**config.mk**
```make
export PLATFORM = sky130hd
export DESIGN_NAME = vesms_top
export DESIGN_NICKNAME = d
export VERILOG_FILES = /design/src/rtl/vesms_pkg.sv /design/src/rtl/vesms_top.sv
export SDC_FILE = /design/constraint.sdc
export NUM_CORES = 1
export LEC_CHECK = 0
export BUFFER_PORTS_ARGS = -buffer_cell sky130_fd_sc_hd__buf_4
export CAP_MARGIN = 20
export CELL_PAD_IN_SITES_DETAIL_PLACEMENT = 1
export CELL_PAD_IN_SITES_GLOBAL_PLACEMENT = 2
export CORE_AREA = 2 2 312 314
export DETAILED_ROUTE_END_ITERATION = 10
export DIE_AREA = 0 0 314 316
export GPL_TIMING_DRIVEN = 0
export PLACE_DENSITY = 0.73
export REMOVE_ABC_BUFFERS = 1
export SLEW_MARGIN = 15
export SYNTH_ARGS = -nofsm -noshare
export SYNTH_HDL_FRONTEND = slang
export SYNTH_SLANG_ARGS = --single-unit
```
**constraint.sdc**
```tcl
create_clock -name clk -period 8.7 [get_ports clk]
set_input_delay 0.87 -clock clk [delete_from_list [all_inputs] [get_ports clk]]
set_output_delay 0.87 -clock clk [all_outputs]
set_load 0.05 [all_outputs]
```
**src/rtl/vesms_pkg.sv**
```systemverilog
package vesms_pkg;
	// register byte offsets
	localparam logic [7:0] REG_CTRL = 8'h00;
	localparam logic [7:0] REG_GBASE = 8'h04;
	localparam logic [7:0] REG_MBASE = 8'h08;
	localparam logic [7:0] REG_MCOUNT = 8'h0c;
	localparam logic [7:0] REG_STATUS = 8'h10;
	localparam logic [7:0] REG_FAILIDX = 8'h14;
	// control fields
	localparam int CTRL_VNMI = 0;
	localparam int CTRL_SAVE_TMR = 1;
	localparam int CTRL_SLT_EN = 2;
	localparam logic [2:0] CTRL_RST = 3'h0;
	// status fields
	localparam int ST_BUSY = 0;
	localparam int ST_DONE = 1;
	localparam int ST_ABORT = 2;
	localparam int ST_CAUSE = 4;
	// fail causes
	localparam logic [2:0] F_NONE = 3'h0;
	localparam logic [2:0] F_APIC = 3'h1;
	localparam logic [2:0] F_SMM = 3'h2;
	localparam logic [2:0] F_MODEL = 3'h3;
	localparam logic [2:0] F_HIGH = 3'h4;
	localparam logic [2:0] F_GP = 3'h5;
	// save-area field offsets from the guest base
	localparam logic [31:0] G_ACT = 32'h0000_0000;
	localparam logic [31:0] G_INTR = 32'h0000_0008;
	localparam logic [31:0] G_PDBG = 32'h0000_0010;
	localparam logic [31:0] G_TMR = 32'h0000_0018;
	localparam logic [31:0] G_PDP = 32'h0000_0020;
	// msr-store entry layout
	localparam logic [31:0] ENT_SIZE = 32'h0000_0010;
	localparam logic [31:0] ENT_DATA = 32'h0000_0008;
	localparam logic [23:0] APIC_RANGE = 24'h00_0008;
	// interruptibility bits
	localparam int INTR_SMI = 2;
	localparam int INTR_NMI = 3;
	// pending-debug bits
	localparam int PD_EBP = 12;
	localparam int PD_BS = 14;
	localparam logic [63:0] PD_MASK = 64'h0000_0000_0000_500f;
	localparam logic [63:0] PDP_UNDEF = 64'h0000_0000_0000_0e00;
	localparam logic [1:0] RESP_OK = 2'h0;
	localparam logic [1:0] RESP_SLVERR = 2'h2;
endpackage

```
**src/rtl/vesms_top.sv**
```systemverilog
`timescale 1ns/100ps
// How it works
// RQ1: save activity state before the exit
// RQ2: interruptibility bit 2 zero unless ending in smm
// RQ3: bit 3 shows virtual blocking when enabled
// RQ4: pending-debug zero except listed exit kinds
// RQ5: bits 3:0 may show any matched breakpoint
// RQ6: kept field shows pending debug causes
// RQ7: right after entry, entry value may stand
// RQ8: bit 12 from enabled hits or undelivered entry
// RQ9: bit 14 from single-step and branch trap
// RQ10: stack-load case bit 14 clear if unsafe
// RQ11: reserved pending-debug bits written zero
// RQ12: timer saved per control, zero on expiry
// RQ13: save four pointer entries when translating
// RQ14: otherwise pointer entries left undefined
// RQ15: msr store only after guest state saved
// RQ16: entries in order, msr value into 127:64
// RQ17: index 31:8 equal 000008h fails
// RQ18: smm-only msr fails outside smm
// RQ19: model-barred msr may fail
// RQ20: nonzero entry bits 63:32 fail
// RQ21: read raising protection fault fails
// RQ22: any failed entry raises exit abort
// RQ23: after abort, no entries and no host load
module vesms_top #(
	parameter int AW = 8
) (
	input wire logic clk,
	input wire logic arst_n,
	input wire logic [AW-1:0] s_axi_awaddr,
	input wire logic s_axi_awvalid,
	output logic s_axi_awready,
	input wire logic [31:0] s_axi_wdata,
	input wire logic [3:0] s_axi_wstrb,
	input wire logic s_axi_wvalid,
	output logic s_axi_wready,
	output logic [1:0] s_axi_bresp,
	output logic s_axi_bvalid,
	input wire logic s_axi_bready,
	input wire logic [AW-1:0] s_axi_araddr,
	input wire logic s_axi_arvalid,
	output logic s_axi_arready,
	output logic [31:0] s_axi_rdata,
	output logic [1:0] s_axi_rresp,
	output logic s_axi_rvalid,
	input wire logic s_axi_rready,
	input wire logic exit_start,
	input wire logic exit_to_smm,
	input wire logic [31:0] activity_state,
	input wire logic [31:0] intr_state,
	input wire logic vnmi_blocked,
	input wire logic exit_init,
	input wire logic exit_mce,
	input wire logic exit_smi,
	input wire logic exit_tpl,
	input wire logic exit_veoi,
	input wire logic exit_apicw,
	input wire logic exit_mtf,
	input wire logic exit_dbg,
	input wire logic ss_load_block,
	input wire logic just_entered,
	input wire logic [63:0] entry_pdbg,
	input wire logic [3:0] bp_matched,
	input wire logic enabled_bp_hit,
	input wire logic entry_pending_live,
	input wire logic single_step_flag,
	input wire logic branch_trap_flag,
	input wire logic step_cause,
	input wire logic branch_cause,
	input wire logic [31:0] timer_value,
	input wire logic timer_expired,
	input wire logic physical_address_extension,
	input wire logic [63:0] pdpte0,
	input wire logic [63:0] pdpte1,
	input wire logic [63:0] pdpte2,
	input wire logic [63:0] pdpte3,
	output logic mem_req,
	output logic mem_we,
	output logic [31:0] mem_addr,
	output logic [63:0] mem_wdata,
	input wire logic mem_ack,
	input wire logic [63:0] mem_rdata,
	output logic msr_req,
	output logic [31:0] msr_index,
	input wire logic msr_ack,
	input wire logic [63:0] msr_data,
	input wire logic msr_gp,
	input wire logic msr_smm_only,
	input wire logic msr_barred,
	output logic exit_done,
	output logic exit_abort,
	output logic busy
);
	typedef enum logic [3:0] {
		S_IDLE, S_ACT, S_INTR, S_PDBG, S_TMR, S_PDP,
		S_MRD, S_MSR, S_MWR, S_DONE, S_ABORT
	} vesms_state_e;

	vesms_state_e state;
	logic [2:0] ctrl;
	logic [31:0] gbase, mbase, mcount, idx, fail_idx;
	logic [2:0] fail_cause;
	logic done_st;
	logic [1:0] pdp_n;
	logic [63:0] msr_val;
	logic saved;
	logic [63:0] pdbg, op_data;
	logic [31:0] op_addr, intr_sv, ent_addr;
	logic op_we, keep, slt_pae;
	logic [63:0] pdp_sel;

	function automatic logic is_mem(input vesms_state_e s);
		return s inside {S_ACT, S_INTR, S_PDBG, S_TMR, S_PDP, S_MRD, S_MWR};
	endfunction

	assign slt_pae = ctrl[vesms_pkg::CTRL_SLT_EN] & physical_address_extension;
	assign ent_addr = mbase + idx * vesms_pkg::ENT_SIZE;
	assign keep = exit_init | exit_mce | exit_smi | exit_tpl | exit_veoi | exit_apicw
		| exit_mtf | (ss_load_block & ~exit_dbg); // [RQ4]

	always_comb begin
		pdbg = 64'h0;
		if (keep && just_entered) begin
			pdbg = entry_pdbg; // [RQ7]
		end else if (keep) begin
			pdbg[3:0] = bp_matched; // [RQ5] [RQ6]
			pdbg[vesms_pkg::PD_EBP] = enabled_bp_hit | (entry_pdbg[vesms_pkg::PD_EBP]
				& entry_pending_live); // [RQ8]
			// the stack-load case only ever reports the single-instruction cause
			if (ss_load_block & ~exit_dbg) begin
				pdbg[vesms_pkg::PD_BS] = single_step_flag & ~branch_trap_flag
					& step_cause; // [RQ10]
			end else begin
				pdbg[vesms_pkg::PD_BS] = single_step_flag & ((~branch_trap_flag & step_cause)
					| (branch_trap_flag & branch_cause)); // [RQ9]
			end
		end
		pdbg = pdbg & vesms_pkg::PD_MASK; // [RQ11]
	end

	always_comb begin
		intr_sv = intr_state;
		if (!exit_to_smm) begin
			intr_sv[vesms_pkg::INTR_SMI] = 1'b0; // [RQ2]
		end
		if (ctrl[vesms_pkg::CTRL_VNMI]) begin
			intr_sv[vesms_pkg::INTR_NMI] = vnmi_blocked; // [RQ3]
		end
	end

	always_comb begin
		case (pdp_n)
			2'h0: pdp_sel = pdpte0;
			2'h1: pdp_sel = pdpte1;
			2'h2: pdp_sel = pdpte2;
			default: pdp_sel = pdpte3;
		endcase
	end

	always_comb begin
		op_we = 1'b1;
		op_addr = gbase;
		op_data = 64'h0;
		case (state)
			S_ACT: begin
				op_addr = gbase + vesms_pkg::G_ACT;
				op_data = {32'h0, activity_state}; // [RQ1]
			end
			S_INTR: begin
				op_addr = gbase + vesms_pkg::G_INTR;
				op_data = {32'h0, intr_sv};
			end
			S_PDBG: begin
				op_addr = gbase + vesms_pkg::G_PDBG;
				op_data = pdbg;
			end
			S_TMR: begin
				op_addr = gbase + vesms_pkg::G_TMR;
				op_data = {32'h0, timer_expired ? 32'h0 : timer_value}; // [RQ12]
			end
			S_PDP: begin
				op_addr = gbase + vesms_pkg::G_PDP + {27'h0, pdp_n, 3'h0};
				// undefined bits 11:9 are written as zero
				op_data = pdp_sel & ~vesms_pkg::PDP_UNDEF; // [RQ13]
			end
			S_MRD: begin
				op_we = 1'b0;
				op_addr = ent_addr;
			end
			S_MWR: begin
				op_addr = ent_addr + vesms_pkg::ENT_DATA;
				op_data = msr_val; // [RQ16]
			end
			default: begin
				op_we = 1'b0;
			end
		endcase
	end

	always_ff @(posedge clk or negedge arst_n) begin
		if (!arst_n) begin
			mem_req <= 1'b0;
			mem_we <= 1'b0;
			mem_addr <= 32'h0;
			mem_wdata <= 64'h0;
		end else if (is_mem(state) && !mem_ack) begin
			mem_req <= 1'b1;
			mem_we <= op_we;
			mem_addr <= op_addr;
			mem_wdata <= op_data;
		end else begin
			mem_req <= 1'b0;
		end
	end

	always_ff @(posedge clk or negedge arst_n) begin
		if (!arst_n) begin
			state <= S_IDLE;
			idx <= 32'h0;
			pdp_n <= 2'h0;
			saved <= 1'b0;
			msr_val <= 64'h0;
			msr_req <= 1'b0;
			msr_index <= 32'h0;
			fail_cause <= vesms_pkg::F_NONE;
			fail_idx <= 32'h0;
		end else begin
			case (state)
				S_IDLE: begin
					if (exit_start) begin
						state <= S_ACT;
						idx <= 32'h0;
						pdp_n <= 2'h0;
						saved <= 1'b0;
						fail_cause <= vesms_pkg::F_NONE;
					end
				end
				S_ACT: if (mem_ack) state <= S_INTR;
				S_INTR: if (mem_ack) state <= S_PDBG;
				S_PDBG: begin
					if (mem_ack) begin
						if (ctrl[vesms_pkg::CTRL_SAVE_TMR]) begin
							state <= S_TMR;
						end else if (slt_pae) begin
							state <= S_PDP;
						end else begin
							saved <= 1'b1; // [RQ14]
							state <= mcount == 32'h0 ? S_DONE : S_MRD;
						end
					end
				end
				S_TMR: begin
					if (mem_ack) begin
						if (slt_pae) begin
							state <= S_PDP;
						end else begin
							saved <= 1'b1;
							state <= mcount == 32'h0 ? S_DONE : S_MRD;
						end
					end
				end
				S_PDP: begin
					if (mem_ack) begin
						pdp_n <= pdp_n + 2'h1;
						if (pdp_n == 2'h3) begin
							saved <= 1'b1; // [RQ15]
							state <= mcount == 32'h0 ? S_DONE : S_MRD;
						end
					end
				end
				S_MRD: begin
					if (mem_ack) begin
						msr_index <= mem_rdata[31:0];
						if (mem_rdata[31:8] == vesms_pkg::APIC_RANGE) begin
							fail_cause <= vesms_pkg::F_APIC; // [RQ17]
							state <= S_ABORT;
						end else if (mem_rdata[63:32] != 32'h0) begin
							fail_cause <= vesms_pkg::F_HIGH; // [RQ20]
							state <= S_ABORT;
						end else begin
							msr_req <= 1'b1;
							state <= S_MSR;
						end
					end
				end
				S_MSR: begin
					if (msr_ack) begin
						msr_req <= 1'b0;
						msr_val <= msr_data;
						state <= S_ABORT;
						if (msr_gp) begin
							fail_cause <= vesms_pkg::F_GP; // [RQ21]
						end else if (msr_smm_only && !exit_to_smm) begin
							fail_cause <= vesms_pkg::F_SMM; // [RQ18]
						end else if (msr_barred) begin
							fail_cause <= vesms_pkg::F_MODEL; // [RQ19]
						end else begin
							state <= S_MWR;
						end
					end
				end
				S_MWR: begin
					if (mem_ack) begin
						idx <= idx + 32'h1;
						state <= idx + 32'h1 == mcount ? S_DONE : S_MRD; // [RQ16]
					end
				end
				S_ABORT: begin
					fail_idx <= idx;
					state <= S_IDLE; // [RQ23]
				end
				default: state <= S_IDLE;
			endcase
		end
	end

	// done means host loading may go on; an abort never produces it
	always_ff @(posedge clk or negedge arst_n) begin
		if (!arst_n) begin
			exit_done <= 1'b0;
			exit_abort <= 1'b0;
			busy <= 1'b0;
			done_st <= 1'b0;
		end else begin
			exit_done <= state == S_DONE; // [RQ23]
			busy <= state != S_IDLE && state != S_DONE && state != S_ABORT;
			if (state == S_ABORT) begin
				exit_abort <= 1'b1; // [RQ22]
			end else if (state == S_IDLE && exit_start) begin
				exit_abort <= 1'b0;
			end
			if (state == S_DONE) begin
				done_st <= 1'b1;
			end else if (state == S_IDLE && exit_start) begin
				done_st <= 1'b0;
			end
		end
	end

	// axi4-lite write side: address and data taken in either order
	logic aw_got, w_got;
	logic [AW-1:0] aw_addr;
	logic [31:0] w_data;
	logic [3:0] w_strb;
	always_ff @(posedge clk or negedge arst_n) begin
		if (!arst_n) begin
			aw_got <= 1'b0;
			w_got <= 1'b0;
			aw_addr <= '0;
			w_data <= 32'h0;
			w_strb <= 4'h0;
			s_axi_awready <= 1'b0;
			s_axi_wready <= 1'b0;
			s_axi_bvalid <= 1'b0;
			s_axi_bresp <= vesms_pkg::RESP_OK;
			ctrl <= vesms_pkg::CTRL_RST;
			gbase <= 32'h0;
			mbase <= 32'h0;
			mcount <= 32'h0;
		end else begin
			s_axi_awready <= !aw_got && !s_axi_awready && !s_axi_bvalid && s_axi_awvalid;
			s_axi_wready <= !w_got && !s_axi_wready && !s_axi_bvalid && s_axi_wvalid;
			if (s_axi_awvalid && s_axi_awready) begin
				aw_got <= 1'b1;
				aw_addr <= s_axi_awaddr;
			end
			if (s_axi_wvalid && s_axi_wready) begin
				w_got <= 1'b1;
				w_data <= s_axi_wdata;
				w_strb <= s_axi_wstrb;
			end
			if (aw_got && w_got) begin
				aw_got <= 1'b0;
				w_got <= 1'b0;
				s_axi_bvalid <= 1'b1;
				s_axi_bresp <= vesms_pkg::RESP_OK;
				// setup registers are frozen while busy, from the second cycle of an exit on
				if (AW'(vesms_pkg::REG_CTRL) == aw_addr) begin
					if (!busy && w_strb[0]) ctrl <= w_data[2:0];
				end else if (AW'(vesms_pkg::REG_GBASE) == aw_addr) begin
					if (!busy) gbase <= w_data;
				end else if (AW'(vesms_pkg::REG_MBASE) == aw_addr) begin
					if (!busy) mbase <= w_data;
				end else if (AW'(vesms_pkg::REG_MCOUNT) == aw_addr) begin
					if (!busy) mcount <= w_data;
				end else if (AW'(vesms_pkg::REG_STATUS) != aw_addr
					&& AW'(vesms_pkg::REG_FAILIDX) != aw_addr) begin
					s_axi_bresp <= vesms_pkg::RESP_SLVERR;
				end
			end else if (s_axi_bvalid && s_axi_bready) begin
				s_axi_bvalid <= 1'b0;
			end
		end
	end

	always_ff @(posedge clk or negedge arst_n) begin
		if (!arst_n) begin
			s_axi_arready <= 1'b0;
			s_axi_rvalid <= 1'b0;
			s_axi_rdata <= 32'h0;
			s_axi_rresp <= vesms_pkg::RESP_OK;
		end else begin
			s_axi_arready <= !s_axi_arready && !s_axi_rvalid && s_axi_arvalid;
			if (s_axi_arvalid && s_axi_arready) begin
				s_axi_rvalid <= 1'b1;
				s_axi_rresp <= vesms_pkg::RESP_OK;
				s_axi_rdata <= 32'h0;
				if (AW'(vesms_pkg::REG_CTRL) == s_axi_araddr) begin
					s_axi_rdata <= {29'h0, ctrl};
				end else if (AW'(vesms_pkg::REG_GBASE) == s_axi_araddr) begin
					s_axi_rdata <= gbase;
				end else if (AW'(vesms_pkg::REG_MBASE) == s_axi_araddr) begin
					s_axi_rdata <= mbase;
				end else if (AW'(vesms_pkg::REG_MCOUNT) == s_axi_araddr) begin
					s_axi_rdata <= mcount;
				end else if (AW'(vesms_pkg::REG_STATUS) == s_axi_araddr) begin
					s_axi_rdata <= {25'h0, fail_cause, 1'b0, exit_abort, done_st, busy};
				end else if (AW'(vesms_pkg::REG_FAILIDX) == s_axi_araddr) begin
					s_axi_rdata <= fail_idx;
				end else begin
					s_axi_rresp <= vesms_pkg::RESP_SLVERR;
				end
			end else if (s_axi_rvalid && s_axi_rready) begin
				s_axi_rvalid <= 1'b0;
			end
		end
	end
endmodule

```
==> results.json, run 1 <==
{
  "cts-root-buf": "clkbuf_16",
  "die_area_um2": 99200,
  "yosys_warnings": 0,
  "end_kind": "register",
  "worstPathRequired_ns": 9.24,
  "synth-seq-cells": 453,
  "ys_seq_area_share_pct": 42.0,
  "crit_fanout": 46,
  "power.leakage_nw": 16.1,
  "cts_setup_buffers": 0,
  "vdd_drop_max_uv": 178,
  "initial_core_util_pct": 28.1,
  "cp.arrival_ns": 5.89,
  "maxSlewHeadroom_pct": 19.4,
  "period_needed_ns": 5.36,
  "synth_edf_count": 0,
  "final_common_cell": "buf_4",
  "design_area_um2": 36400,
  "crit-reg2reg-launch": "state[2]",
  "vias": 27300,
  "worstSkewPairLatency_ns": 0.68,
  "routabilityCongestion": 0.903,
  "synth_area_leader_cell": "dfrtp_1",
  "critPathKind": "register to register",
  "drt_pass1_iterations": 7,
  "synth-compound-area-share_pct": 23.4,
  "skew_ns": 0.0470,
  "drc": 0,
  "htreeDepth": 2,
  "synthesis.instances": 2871,
  "postPlaceCellArea_um2": 34400,
  "synth.top_cell.area_share_pct": 42.0,
  "grt_pass1_vias": 27400,
  "r2r-end": "mem_addr[24]",
  "ant_nets": 0,
  "via_per_inst": 5.67,
  "r2r_slack_ns": 3.34,
  "finalCritPeriodShare_pct": 61.6,
  "drv_cap": 0,
  "hp-class": "input pin to async pin",
  "hold_buffers": 0,
  "drt_iter0_markers": 2329,
  "cts_max_path_buffers": 3,
  "hold_ws_ns": 0.136,
  "pin_count": 808,
  "hold_viol": 0,
  "drv_slew": 0,
  "synth.area.mux_share_pct": 11.4,
  "grt_max_degree": 94,
  "die_w_um": 314,
  "antenna_found_initial": 27,
  "synthArstFlopShare_pct": 100,
  "io_buffers": 732,
  "setup_viol": 0,
  "cts_resized": 0,
  "hpwl_mm": 115,
  "start_kind": "register",
  "routed_wl_mm": 145,
  "syn_area_um2": 27000,
  "gr-total-overflow": 0,
  "clk_pin_slew_ns": 0.06,
  "status": "finished clean",
  "cts_inserted_buffers": 56,
  "cts_tree": "done",
  "synth_top_family_by_area": "compound AO/OA/AOI/OAI gates",
  "wl_per_cell_um": 30.1,
  "synth_adder_area_share_pct": 1.91,
  "die_y_um": 316,
  "synth_area_leaders": "dfrtp_1 (42%), mux2_2 (11%), o21ai_0 (4.7%)",
  "cts.sinks": 453,
  "synth_cell_type_count": 85,
  "synth_top_flop_cell": "dfrtp_1",
  "synth_area_per_cell_um2": 9.41,
  "final_cell_mix": "buf_4 (740), dfrtp_1 (453), nand2_1 (287), mux2_2 (266), o21ai_0 (254)",
  "grt_pass1_wl_mm": 204,
  "synth-simple-area-share_pct": 14.3,
  "track_usage_pct": 28.2,
  "syn2layout_area_growth_pct": 34.9,
  "layout-drive-gt1-share_pct": 34.5,
  "nets": 4161,
  "post-place-cells": 4705,
  "r2r_cells": 12,
  "finalPower_mw": 10.4,
  "fp.coreArea_um2": 96000,
  "final_cells": 4815,
  "power_density_nw_per_um2": 286,
  "rows": 114,
  "fmax_mhz": 187,
  "rsz0062_at_grt": "no",
  "tightest_slew_ns": 1.20,
  "synth_xor_area_share_pct": 3.32
}
-- worst max-delay path by stage --
stage	start	to	slack, ns	depth (start not counted)
2_1_floorplan	state[3]	idx[13]	-5.33	5
3_3_place_gp	state[3]	idx[24]	-20.40	5
3_5_place_dp	state[3]	mem_addr[24]	3.45	12
4_1_cts	state[3]	mem_addr[24]	3.44	12
5_1_grt	state[1]	mem_addr[24]	3.16	12
6_report	state[2]	mem_addr[24]	3.34	12
-- registers in the layout (all words and copies together) (netlist names), 2 cells and up --
signal / cells
state: 4
pdp_n: 2
mem_addr: 32
mem_wdata: 64
aw_addr: 8
msr_index: 32
idx: 32
w_data: 32
mbase: 32
s_axi_rdata: 32
gbase: 32
ctrl: 3
fail_idx: 32
fail_cause: 3
msr_val: 64
mcount: 32
-- layout make-up --
class / count / area (um2)
Antenna cell: 7 / 17.5
Clock buffer: 77 / 1620
Clock inverter: 25 / 443
Fill cell: 10900 / 59500
Inverter: 27 / 101
Multi-Input combinational cell: 2157 / 14900
Sequential cell: 453 / 11300
Tap cell: 1276 / 1600
Timing Repair Buffer: 793 / 6440
-- cell families (layout without fill, tap and decap cells) --
logic type      count (synthesis)  in the layout
buf+inv                       262            922
compound gates                928            928
fa+ha+maj                      40             40
xor+xnor                       99             99
flops                         453            453
simple gates                  814            814
other cells                     1              9
mux                           274            274
-- metal layers --
metal	GRT usage [%]	wire, um
met5	0	115
met4	8.98	4580
met3	5.21	8680
met2	48.6	71400
met1	35.7	60300
-- cells in the mapped netlist (38+ instances only) --
library cell	number
a22oi_1	51
a21oi_1	180
o221ai_1	40
mux2_2	266
o21ai_0	256
a221oi_1	38
xnor2_1	51
nor3_1	51
xor2_1	46
nand3_1	51
dfrtp_1	453
a222oi_1	88
nor2_1	196
ha_1	38
nand2_1	295
clkbuf_1	198
o211ai_1	42
-- critical path, cell delays in order (launching register included) --
cell and delay, ns:
dfrtp_1 0.79, nor2b_1 0.51, nand2_1 0.74, nor2_1 0.52
nor2_4 0.13, buf_12 0.20, buf_12 0.18, inv_2 0.68
nand2_1 0.49, a211oi_1 0.38, o221ai_1 0.19, a31oi_1 0.29
nor3_1 0.08
-- power breakdown --
part           switching, mW  total, mW  internal [mW]
sequential             0.532       3.13           2.60
combinational           3.02       4.61           1.59
clock                   1.05       2.67           1.63
total                   4.60       10.4           5.81
-- stage by stage --
step | TNS [ns] | setup WS, ns | utilization (%)
after floorplan | -333.60 | -5.33 | -
after global placement | -1885.04 | -20.40 | 34.6
after detailed placement | 0 | 3.45 | 35.8
after CTS | 0 | 3.44 | 37.9
after global routing | 0 | 3.16 | 38.0
final | 0 | 3.34 | 38.0
(Power assumes the default switching activity.)
==> run 2: changes to the inputs <==
--- a/config.mk
+++ b/config.mk
@@ -5,15 +5,16 @@
 export SDC_FILE = /design/constraint.sdc
 export NUM_CORES = 1
 export LEC_CHECK = 0
+export ABC_AREA = 1
 export BUFFER_PORTS_ARGS = -buffer_cell sky130_fd_sc_hd__buf_4
 export CAP_MARGIN = 20
 export CELL_PAD_IN_SITES_DETAIL_PLACEMENT = 1
 export CELL_PAD_IN_SITES_GLOBAL_PLACEMENT = 2
-export CORE_AREA = 2 2 312 314
+export CORE_MARGIN = 2
+export CORE_UTILIZATION = 26
 export DETAILED_ROUTE_END_ITERATION = 10
-export DIE_AREA = 0 0 314 316
 export GPL_TIMING_DRIVEN = 0
-export PLACE_DENSITY = 0.73
+export PLACE_DENSITY = 0.77
 export REMOVE_ABC_BUFFERS = 1
 export SLEW_MARGIN = 15
 export SYNTH_ARGS = -nofsm -noshare
==> constraint.sdc (replaced) <==
create_clock -name clk -period 4.9 [get_ports clk]
set_input_delay 0.49 -clock clk [delete_from_list [all_inputs] [get_ports clk]]
set_output_delay 0.49 -clock clk [all_outputs]
set_load 0.05 [all_outputs]
==> results.json, run 2 <==
{
  "status": "finished clean",
  "io_buffers": 732,
  "busiest_layer": "met2",
  "period_needed_ns": 4.44,
  "hold_end": "w_data[25]",
  "fp.coreArea_um2": 109000,
  "vias": 32300,
  "hpwl_mm": 127,
  "drt_iter0_markers": 2311,
  "hp-class": "input pin to register",
  "end_kind": "register",
  "hold_viol": 0,
  "layout-drive-gt1-share_pct": 19.6,
  "hold_path_startpoint": "s_axi_wdata[25]",
  "cts_max_path_buffers": 3,
  "htreeDepth": 2,
  "synthArstFlopShare_pct": 100,
  "finalCritPeriodShare_pct": 90.6,
  "critPathKind": "register to register",
  "cts_tree": "done",
  "synth_edf_count": 0,
  "die_w_um": 335,
  "synth_area_per_cell_um2": 6.89,
  "ant_nets": 0,
  "use_met1_pct": 35.6,
  "synth_cell_type_count": 63,
  "skew_ns": 0.0330,
  "worstSkewPairLatency_ns": 0.69,
  "drt_pass1_iterations": 5,
  "synth_area_leaders": "dfrtp_1 (40%), nand2_1 (20%), o21ai_0 (7.0%)",
  "antenna_found_initial": 30,
  "synth_commonest_cells": "nand2_1 (1534), dfrtp_1 (453), o21ai_0 (398), inv_1 (370), nand3_1 (250)",
  "r2r_cells": 12,
  "fmax_mhz": 225,
  "cp.arrival_ns": 5.02,
  "grt_pass1_wl_mm": 229,
  "die_y_um": 335,
  "synthesis.instances": 4129,
  "met2_usage_pct": 44.6,
  "r2r_slack_ns": 0.46,
  "pin_count": 808,
  "num-fill-cells": 13500,
  "utilization_pct": 35.8,
  "final_cell_mix": "nand2_1 (1529), buf_4 (735), dfrtp_1 (453), o21ai_0 (398), inv_1 (365)",
  "power.leakage_nw": 18.8,
  "syn2layout_area_growth_pct": 36.7,
  "layout_setup_ws_ns": 0.462,
  "synth.top_cell.area_share_pct": 39.8,
  "gr-total-overflow": 0,
  "cts.sinks": 453,
  "final_common_cell": "nand2_1",
  "vdd_drop_max_uv": 298,
  "worstPathRequired_ns": 5.49,
  "holdPathStages": 3,
  "r2r-end": "mem_addr[10]",
  "rsz0062_at_grt": "no",
  "wl_per_cell_um": 25.4,
  "power_density_nw_per_um2": 465,
  "via_per_inst": 5.10,
  "synth_area_leader_cell": "dfrtp_1",
  "dpl_worst_slack_ns": 0.179,
  "crit-reg2reg-launch": "state[1]",
  "tightest_slew_ns": 1.13,
  "yosysMostFrequentCell": "nand2_1",
  "drv_slew": 0,
  "synth_top_flop_cell": "dfrtp_1",
  "initial_core_util_pct": 26.2,
  "synth-seq-cells": 453,
  "maxSlewHeadroom_pct": 24.1,
  "start_kind": "register",
  "nets": 5525,
  "routed_wl_mm": 161,
  "drc": 0,
  "clk_pin_slew_ns": 0.06,
  "use_met3_pct": 8.24,
  "cts_inserted_buffers": 57,
  "syn_area_um2": 28500,
  "rows": 121,
  "ys_seq_area_share_pct": 39.8,
  "reg_top3": "mem_wdata: 64 flops, msr_val: 64 flops",
  "grt_max_degree": 95,
  "drv_cap": 0,
  "die_area_um2": 112000,
  "setup_viol": 0,
  "routabilityCongestion": 0.944,
  "crit_fanout": 56,
  "cts-root-buf": "clkbuf_16",
  "yosys_warnings": 0,
  "grt_pass1_vias": 32900,
  "track_usage_pct": 27.9
}
-- run 2: cell types whose count changed after synthesis, sizes merged, moves of 88 or more --
cell | before | now
o21ai | 256 | 420
nand2 | 295 | 1540
mux2 | 266 | 0
a222oi | 88 | 0
nand3 | 52 | 256
inv | 27 | 390
-- run 2: cell type report --
cell class,instances,area (um2),area share [%]
Antenna cell,18,45.0,0.116
Multi-Input combinational cell,3076,15000,38.6
Tap cell,1414,1770,4.55
Inverter,401,1520,3.91
Clock buffer,78,1650,4.23
Clock inverter,27,373,0.958
Sequential cell,453,11300,29.1
Timing Repair Buffer,863,7220,18.6
-- run 2: kinds of logic after synthesis --
| family | synth area share [%] |
|---|---|
| simple gates | 31.9 |
| xor+xnor | 1.91 |
| buf+inv | 8.18 |
| fa+ha+maj | 1.81 |
| flops | 39.8 |
| compound gates | 16.3 |
| other cells | 0.0132 |
-- run 2: worst max-delay path by stage --
| stage | startpoint | end | depth (start not counted) |
|---|---|---|---|
| after floorplan | state[1] | mem_addr[10] | 11 |
| after global placement | state[1] | mem_addr[10] | 11 |
| after detailed placement | state[1] | mem_addr[16] | 9 |
| after CTS | state[1] | mem_addr[16] | 9 |
| after global routing | state[1] | mem_addr[10] | 12 |
| final | state[1] | mem_addr[10] | 12 |
-- run 2: what timing repair did --
item                                   4_1_cts  5_1_grt
hold buffers                                95        0
setup endpoints to repair                    0        1
resized for setup                            0        1
setup buffers                                0        0
endpoints found under the hold margin      136        0
-- run 2: report_power, final --
group	switching [mW]	total, mW	internal [mW]	leakage (nW)
registers	0.910	5.71	4.80	6.07
logic	5.42	7.75	2.32	11.8
clock network	1.90	4.62	2.72	0.996
-- run 2: metal layers --
layer / vias to the layer above / wire length [um]
met2: 1036 / 74400
met3: 208 / 12900
li1: 15000 / -
met5: - / 64
met4: 8 / 5390
met1: 16000 / 68000
-- run 2: critical path, stage by stage (launching register included) --
cell and delay (ns):
dfrtp_1 0.50, nor2_4 0.21, nand2_4 0.43, inv_6 0.59, nor2_1 0.10, o21ai_1 0.10
nand2_1 0.25, inv_6 0.46, nor2_4 0.26, buf_12 0.24, inv_2 0.51, o211ai_1 0.49
nand2_1 0.15
-- run 2: through the flow --
step	setup TNS, ns	hold slack [ns]	std cells	instance area (um2)	power [mW]
after global routing	0	0.0248	6326	38900	19.1
final	0	0.0291	6330	38900	18.1
after floorplan	-10.88	0.194	3930	27600	9.78
after CTS	0	0.000765	6310	38900	18.2
after global placement	-1677.61	0.450	6076	34900	13.1
after detailed placement	0	0.421	6110	35900	13.5
